<file path="src/common/cpu_regs_pkg.sv">
/*
 * Package for the CPU programmer-visible register file: register operations,
 * address modes, vector-fetch states, reset values and fixed addresses.
 * Assumes a single 20 MHz clock domain shared with the instruction sequencer.
 */
`default_nettype none
package cpu_regs_pkg;

   // Register operations requested by the sequencer, one per accepted cycle.
   typedef enum logic [3:0] {
      OP_NOP       = 4'h0,
      OP_LOAD_ACC  = 4'h1,
      OP_LOAD_X    = 4'h2,
      OP_LOAD_H    = 4'h3,
      OP_LOAD_HX   = 4'h4,
      OP_LOAD_SP   = 4'h5,
      OP_ADD_SP    = 4'h6,
      OP_RESET_SPL = 4'h7,
      OP_PUSH      = 4'h8,
      OP_PULL      = 4'h9,
      OP_PC_INC    = 4'ha,
      OP_PC_LOAD   = 4'hb,
      OP_PC_BRANCH = 4'hc,
      OP_LOAD_CCR  = 4'hd
   } reg_op_t;

   // Operand address modes handled by the address former.
   typedef enum logic [1:0] {
      AM_DIRECT   = 2'h0,
      AM_EXTENDED = 2'h1,
      AM_INDEXED  = 2'h2,
      AM_SP_INDEX = 2'h3
   } addr_mode_t;

   // Reset-vector fetch sequence.
   typedef enum logic [1:0] {
      VS_HIGH = 2'h0,
      VS_LOW  = 2'h1,
      VS_RUN  = 2'h2
   } vec_state_t;

   localparam logic [15:0] SP_RESET      = 16'h00ff;
   localparam logic [7:0]  H_RESET       = 8'h00;
   localparam logic [7:0]  SP_LOW_RESET  = 8'hff;
   localparam logic [7:0]  CCR_ONES      = 8'h60;
   localparam logic [7:0]  CCR_RESET     = 8'h68;
   localparam logic [15:0] VEC_ADDR_HIGH = 16'hfffe;
   localparam logic [15:0] VEC_ADDR_LOW  = 16'hffff;
   localparam logic [7:0]  DIRECT_PAGE   = 8'h00;

endpackage
`default_nettype wire

</file>
<file path="src/core/cpu_addr_former.sv">
/*
 * Operand address former: builds the 16-bit effective address for direct,
 * extended, indexed and stack-indexed modes, registered for timing.
 * Assumes pointer inputs come from registers on the same clock.
 */
`timescale 1ns/1ps
`default_nettype none
module cpu_addr_former
   import cpu_regs_pkg::*;
(
   // Clock and reset.
   input  wire logic        clk_in,
   input  wire logic        rst_in,
   // Request.
   input  wire logic        req_in,
   input  wire addr_mode_t  mode_in,
   input  wire logic [15:0] operand_in,
   input  wire logic [15:0] pointer_in,
   input  wire logic [15:0] stack_in,
   // Result.
   output logic      [15:0] addr_out
);

   typedef struct packed {
      logic [15:0] addr;
   } af_state_t;

   af_state_t st_q;
   af_state_t st_d;

   // Direct stays on page zero; extended reaches all 64 Kbyte.
   always_comb
   begin
      st_d = st_q;
      if (req_in)
      begin
         case (mode_in)
            AM_DIRECT:   st_d.addr = {DIRECT_PAGE, operand_in[7:0]};
            AM_EXTENDED: st_d.addr = operand_in;
            AM_INDEXED:  st_d.addr = 16'(pointer_in + operand_in);
            AM_SP_INDEX: st_d.addr = 16'(stack_in + operand_in);
            default:     st_d.addr = operand_in;
         endcase
      end
   end

   // Address register.
   always_ff @(posedge clk_in)
   begin
      if (rst_in)
         st_q.addr <= 16'h0000;
      else
         st_q <= st_d;
   end

   assign addr_out = st_q.addr;

endmodule // cpu_addr_former
`default_nettype wire

</file>
<file path="src/core/cpu_register_file.sv">
/*
 * CPU programmer-visible registers: accumulator, split index pointer, stack
 * pointer, program counter and condition flags, plus reset-vector fetch.
 * Assumes the sequencer issues at most one operation per cycle and that the
 * memory answers vector reads with a one-cycle acknowledge on this clock.
 */
// Functional notes
// - Accumulator is 8 bits, untouched by reset.
// - Reset clears upper pointer byte, keeps lower.
// - Indexed access uses upper:lower pointer as 16 bits.
// - Lower-byte operations leave upper pointer byte alone.
// - Reset loads stack pointer with 0x00FF.
// - Stack pointer addresses next free stack location.
// - Stack add sign-extends 8-bit immediate.
// - Stack low reset changes low byte only.
// - Program counter increments, or loads on change-of-flow.
// - After reset, program counter loads vector FFFE/FFFF.
// - Extended addressing reaches whole 64 Kbyte space.
// - Registers are internal, never on the bus.
// - Taken branch adds sign-extended 8-bit displacement.
// - Flag bits 6 and 5 always read one.
`timescale 1ns/1ps
`default_nettype none
module cpu_register_file
   import cpu_regs_pkg::*;
(
   // Clock and reset.
   input  wire logic        clk_in,
   input  wire logic        rst_in,
   // Register operations from the sequencer.
   input  wire logic        op_valid_in,
   input  wire reg_op_t     op_in,
   input  wire logic [15:0] op_data_in,
   // Operand address request.
   input  wire logic        addr_req_in,
   input  wire addr_mode_t  addr_mode_in,
   input  wire logic [15:0] addr_operand_in,
   // Vector fetch memory port.
   input  wire logic        mem_ack_in,
   input  wire logic [7:0]  mem_rdata_in,
   output logic             mem_rd_out,
   output logic      [15:0] mem_addr_out,
   // Register contents and status.
   output logic             ready_out,
   output logic      [7:0]  acc_out,
   output logic      [7:0]  x_out,
   output logic      [7:0]  h_out,
   output logic      [15:0] sp_out,
   output logic      [15:0] pc_out,
   output logic      [7:0]  ccr_out,
   output logic      [15:0] ea_out
);

   typedef struct packed {
      vec_state_t  vstate;
      logic        ready;
      logic        rd;
      logic [15:0] raddr;
      logic [7:0]  vec_hi;
      logic [7:0]  acc;
      logic [7:0]  x;
      logic [7:0]  h;
      logic [15:0] sp;
      logic [15:0] pc;
      logic [7:0]  condition_flags_reg;
   } rf_state_t;

   rf_state_t st_q;
   rf_state_t st_d;
   logic      op_go;

   // Sign-extends a byte; shared by stack add and relative branch.
   function automatic logic [15:0] sext8(input logic [7:0] v);
      sext8 = {{8{v[7]}}, v};
   endfunction

   assign op_go = op_valid_in && (st_q.vstate == VS_RUN);

   // Vector fetch sequence, then register operations.
   always_comb
   begin
      st_d = st_q;
      case (st_q.vstate)
         VS_HIGH:
         begin
            st_d.rd    = 1'b1;
            st_d.raddr = VEC_ADDR_HIGH;
            if (st_q.rd && mem_ack_in)
            begin
               st_d.vec_hi = mem_rdata_in;
               st_d.raddr  = VEC_ADDR_LOW;
               st_d.vstate = VS_LOW;
            end
         end
         VS_LOW:
         begin
            if (mem_ack_in)
            begin
               st_d.pc     = {st_q.vec_hi, mem_rdata_in};
               st_d.rd     = 1'b0;
               st_d.ready  = 1'b1;
               st_d.vstate = VS_RUN;
            end
         end
         VS_RUN:
         begin
            if (op_go)
            begin
               case (op_in)
                  OP_LOAD_ACC:  st_d.acc = op_data_in[7:0];
                  OP_LOAD_X:    st_d.x = op_data_in[7:0];
                  OP_LOAD_H:    st_d.h = op_data_in[7:0];
                  OP_LOAD_HX:   {st_d.h, st_d.x} = op_data_in;
                  OP_LOAD_SP:   st_d.sp = op_data_in;
                  OP_ADD_SP:    st_d.sp = 16'(st_q.sp + sext8(op_data_in[7:0]));
                  OP_RESET_SPL: st_d.sp = {st_q.sp[15:8], SP_LOW_RESET};
                  OP_PUSH:      st_d.sp = 16'(st_q.sp - 16'h0001);
                  OP_PULL:      st_d.sp = 16'(st_q.sp + 16'h0001);
                  OP_PC_INC:    st_d.pc = 16'(st_q.pc + 16'h0001);
                  OP_PC_LOAD:   st_d.pc = op_data_in;
                  OP_PC_BRANCH: st_d.pc = 16'(st_q.pc + sext8(op_data_in[7:0]));
                  OP_LOAD_CCR:  st_d.condition_flags_reg = op_data_in[7:0] | CCR_ONES;
                  default:      st_d.condition_flags_reg = st_q.condition_flags_reg;
               endcase
            end
         end
         default:
         begin
            st_d.vstate = VS_HIGH;
            st_d.rd     = 1'b0;
            st_d.ready  = 1'b0;
         end
      endcase
   end

   // Reset touches only the fields that reset defines; accumulator and the
   // lower pointer byte keep their contents so software can inspect them.
   always_ff @(posedge clk_in)
   begin
      if (rst_in)
      begin
         st_q.vstate <= VS_HIGH;
         st_q.ready  <= 1'b0;
         st_q.rd     <= 1'b0;
         st_q.raddr  <= VEC_ADDR_HIGH;
         st_q.vec_hi <= 8'h00;
         st_q.h      <= H_RESET;
         st_q.sp     <= SP_RESET;
         st_q.pc     <= 16'h0000;
         st_q.condition_flags_reg    <= CCR_RESET;
         st_q.acc    <= st_q.acc;
         st_q.x      <= st_q.x;
      end
      else
         st_q <= st_d;
   end

   // Operand addresses; the register set itself has no bus address.
   cpu_addr_former u_addr_former (
      .clk_in     (clk_in),
      .rst_in     (rst_in),
      .req_in     (addr_req_in),
      .mode_in    (addr_mode_in),
      .operand_in (addr_operand_in),
      .pointer_in ({st_q.h, st_q.x}),
      .stack_in   (st_q.sp),
      .addr_out   (ea_out)
   );

   // Outputs come straight from the state register.
   assign mem_rd_out   = st_q.rd;
   assign mem_addr_out = st_q.raddr;
   assign ready_out    = st_q.ready;
   assign acc_out      = st_q.acc;
   assign x_out        = st_q.x;
   assign h_out        = st_q.h;
   assign sp_out       = st_q.sp;
   assign pc_out       = st_q.pc;
   assign ccr_out      = st_q.condition_flags_reg;
endmodule // cpu_register_file
`default_nettype wire

</file>
<file path="config.mk">
export PLATFORM = sky130hd
export DESIGN_NAME = cpu_register_file
export DESIGN_NICKNAME = d
export VERILOG_FILES = /design/src/common/cpu_regs_pkg.sv /design/src/core/cpu_addr_former.sv /design/src/core/cpu_register_file.sv
export SDC_FILE = /design/constraint.sdc
export NUM_CORES = 1
export LEC_CHECK = 0
export ABC_CLOCK_PERIOD_IN_PS = 8300
export BUFFER_PORTS_ARGS = -buffer_cell sky130_fd_sc_hd__buf_2
export CAP_MARGIN = 20
export CORE_ASPECT_RATIO = 1.25
export CORE_MARGIN = 8
export CORE_UTILIZATION = 40
export CTS_CLUSTER_DIAMETER = 120
export DETAILED_ROUTE_END_ITERATION = 16
export GPL_TIMING_DRIVEN = 0
export PLACE_DENSITY_LB_ADDON = 0.25
export SETUP_SLACK_MARGIN = 0.3
export SYNTH_ARGS = -nofsm -noshare
export SYNTH_HDL_FRONTEND = slang
export SYNTH_SLANG_ARGS = --single-unit
</file>
<file path="constraint.sdc">
create_clock -name clk_in -period 8.3 [get_ports clk_in]
set_input_delay 0.83 -clock clk_in [delete_from_list [all_inputs] [get_ports clk_in]]
set_output_delay 0.83 -clock clk_in [all_outputs]
set_load 0.02 [all_outputs]
</file>
==> results summary <==
The initial core utilization is 40.3%. The clock share of power came out at 32.2%. By area the synthesized netlist is led by dfxtp_1 22%, buf_4 8.6%, ha_1 7.7%. The worst IR drop on VDD is 0.0000822 V. The completed layout was analyzed and its total power is 1.18 mW. The ratio of final minimum period to clock period is 48.9%. The number of nets in the layout came out at 1116. In the routed layout, each cell is associated on average with a via count of 5.37.

The area of the mapped netlist came out at 6970 um2. The maximum clock skew at final layout is 0.00539 ns. The type of destination of the critical path is a flop.

The total global routing overflow is 0. The analysis attributes to cell leakage a power of 3.63 nW. The met3 layer wire length in the routed design came out at 1420 um. The final instance area is 8240 um2. The first global-routing pass estimated 34700 um of wire. The number of maximum-capacitance constraint violations came out at 0. The fill cell instance count of the final layout is 1784. The flow ran to the end, and the final reports show no timing, DRC or antenna violations. The max-slew headroom at the worst pin is 39.1%. The total CTS buffers is 9. The detailed-routed wire length on met2 came out at 10700 um. The total via count in the routed design came out at 6696. The clock net sink count is 91. The number of different library cells used by synthesis comes to 75. The via count of the first global-routing pass was 6677.

Leaving out fill and tap cells, the most frequent cell in the layout is buf_2. The worst setup path is launched from an input pin. Leaving out fill and tap cells, the most frequent cells in the layout are 138 x buf_2, 99 x nor2_1, 80 x buf_4, 75 x a21oi_1, 75 x dfxtp_1. The row count is 54. The count of final max-slew check failures came out at 0. The data required time of the worst path is 8.56 ns. The level count of the clock H-tree is 3. After detailed routing, the average wire length per cell comes to 17.7 um. The number of endpoints with negative hold slack in the final report is 0. The top-level I/O count is 149. The average instance area after synthesis is 8.10 um2. The number of hold buffers added after CTS was 0. The number of nets with antenna violations after routing is 0. The net switching fraction of the power is 32.8%. The type of the tightest min-delay check is reg2reg. The uppermost signal routing layer after detailed routing is met4. TritonCTS built the clock tree. The critical path in this run is classified as in2reg. Setup repair after global routing left no endpoint under its margin.

The placeable core area is 17300 um2. Entering global routing, the biggest net connects 15 pins. Counting along the longest clock path gives a buffer depth of 2.

Sequential elements use 28.4% of the synthesized area. The quantity of gates resized following cts came out at 0. Timing would allow up to 0.246 GHz. Measured along the y axis, the die boundary spans 164 um. The total negative slack came out at 0 ns. The first routing iteration left 492 violations.

The share of cells above drive strength 1 is 25.1%. The total number of yosys warnings is 0. For this block, the routed nets add up to 22100 um of wire. The DRC violation count after routing is 0.

The number of search-and-repair iterations in the first detailed-routing pass is 5. The biggest area contributor in the post-synthesis netlist is dfxtp_1. The number of port buffers is 130. The antenna cell count is 0. The final period demand of the worst path is 4.06 ns. The number of antenna violations at the first check in global routing came to 0.

The clock transition time at the flip-flop clock pins of the worst setup and hold paths came out at 0.07 ns. STA puts the critical path data arrival time at 4.32 ns. The highest fanout seen on the critical path is 10. For this run, the total global-route usage over all layers was measured as 20.1%. The pin slew with the least headroom to its limit came out at 0.911 ns. In the synthesized netlist the dominant register cell turns out to be dfxtp_1.

For the worst-skew pair, the clock arrives at the later sink with an insertion delay of 0.35 ns. The placed instance area is 7980 um2. The layout overhead on the synthesized area is 18.1%. Dividing total power by cell area gives a power density of 143 nW/um2. The number of post-CTS setup repair buffers is 0. Setup violations remaining at the end of the flow were counted as 0.

The cell sitting at the root of the clock tree is a clkbuf_16. The HPWL after detailed placement is 17600 um. The register share of total power is 41.5%. The count of flip-flops with a built-in enable after synthesis came out at 16.

The proportion of power drawn by combinational gates came out at 26.3%. In this run the horizontal extent of the chip is 134 um. The die covers 21900 um2. Routability-driven placement finished with a final weighted congestion of 0.946. The proportion of register bits with asynchronous set or reset after synthesis is 0%. The flop and latch count out of synthesis came out at 91. The net switching power came out at 0.387 mW.

Synthesis handed over a netlist of 861 instances. The share of synthesized area in the top cell type comes to 21.5%. The internal portion of the total power is 0.791 mW. For this block, wires on met1 add up to 9340 um.
-- worst paths after layout --
check / start / to / slack (ns) / depth (start not counted)
worst max-delay path: addr_mode_in[1] / u_addr_former.addr_out[14]$_SDFFE_PP0P_ / 4.24 / 12
worst min register to register: st_q[66]$_SDFFE_PP0P_ / st_q[66]$_SDFFE_PP0P_ / 0.46 / 2
worst max register to register: x_out[0]$_DFFE_PP_ / u_addr_former.addr_out[14]$_SDFFE_PP0P_ / 5.18 / 10
worst min-delay path: st_q[66]$_SDFFE_PP0P_ / st_q[66]$_SDFFE_PP0P_ / 0.46 / 2
-- per-layer routing --
| metal | global-route usage [%] | vias to the layer above |
|---|---|---|
| li1 | - | 3346 |
| met1 | 23.2 | 3088 |
| met2 | 35.2 | 224 |
| met3 | 4.46 | 38 |
| met4 | 8.64 | 0 |
| met5 | 0 | - |
-- critical path: stages --
cell      delay (ns)
buf_2           0.13
nand2_1         0.34
clkbuf_1        0.53
o21ai_0         0.30
fa_1            0.50
a211oi_2        0.24
o21bai_1        0.18
a31o_1          0.26
a221oi_2        0.33
a21oi_1         0.15
mux2_4          0.31
a311oi_2        0.22
-- registers in the layout (all words and copies together) (netlist names) --
| register | flops |
|---|---|
| x_out | 8 |
| u_addr_former.addr_out | 16 |
| h_out | 8 |
| st_q | 10 |
| ready_out | 1 |
| mem_rd_out | 1 |
| acc_out | 8 |
| ccr_out | 6 |
| pc_out | 16 |
| mem_addr_out | 1 |
| sp_out | 16 |
-- Yosys cell counts (3+ instances only) --
library cell	n
o221ai_1	3
inv_1	14
a22oi_1	7
buf_4	80
a21oi_1	75
o21ai_1	14
nand2_1	66
o211a_1	4
nand3_1	15
ha_1	43
nand3b_1	6
buf_1	3
and2_1	9
dfxtp_1	75
o21bai_1	6
xnor2_1	14
clkbuf_1	26
o22ai_1	6
mux2_2	14
buf_2	7
nor2b_1	7
or2_1	3
nor4_1	4
a21o_1	8
edfxtp_1	16
nand4_1	3
nor3_1	23
fa_1	3
mux2i_1	29
or3_1	8
a211oi_1	29
o21a_1	6
and3_1	11
o21ai_0	37
o211ai_1	8
a221oi_1	4
a311oi_1	4
nor2_1	99
a31oi_1	9
nand2b_1	10
xor2_1	8
or4_1	3
-- power by group through the flow --
stage               clock network [mW]  registers, mW  logic (mW)
global route                     0.407          0.491       0.343
CTS                              0.387          0.488       0.309
global placement                     0          0.497       0.306
finish                           0.380          0.488       0.310
floorplan                            0          0.501       0.210
detailed placement                   0          0.498       0.308
-- cell type report --
cell class / instances / area [um2] / area share, %
inverter: 15 / 56.3 / 0.683
buffer: 116 / 744 / 9.04
tap: 224 / 280 / 3.40
clock inverter: 6 / 32.5 / 0.395
sequential: 91 / 1980 / 24.1
multi-input combinational: 655 / 4260 / 51.7
timing repair buffer: 131 / 656 / 7.96
clock buffer: 10 / 229 / 2.78
-- cells by family after synthesis --
logic type               Yosys count  share of synthesized area (%)
AND/OR/NAND/NOR                  282                           19.5
AO/OA/AOI/OAI                    244                           22.6
buffers and inverters            131                           11.5
flip-flops                        91                           28.4
adder cells (fa/ha/maj)           46                           8.58
multiplexers                      44                           6.64
XOR/XNOR                          22                           2.76
other                              1                         0.0538
-- stage by stage --
| stage | hold slack (ns) | worst slack [ns] | instances | utilization, % |
|---|---|---|---|---|
| 2_1_floorplan | 0.436 | 4.61 | 877 | - |
| 3_3_place_gp | 0.446 | 3.88 | 1231 | 46.1 |
| 3_5_place_dp | 0.451 | 3.84 | 1232 | 46.1 |
| 4_1_cts | 0.459 | 4.21 | 1248 | 47.6 |
| 5_1_grt | 0.485 | 4.01 | 1248 | 47.6 |
| 6_report | 0.461 | 4.24 | 1248 | 47.6 |
(Power assumes the default switching activity.)
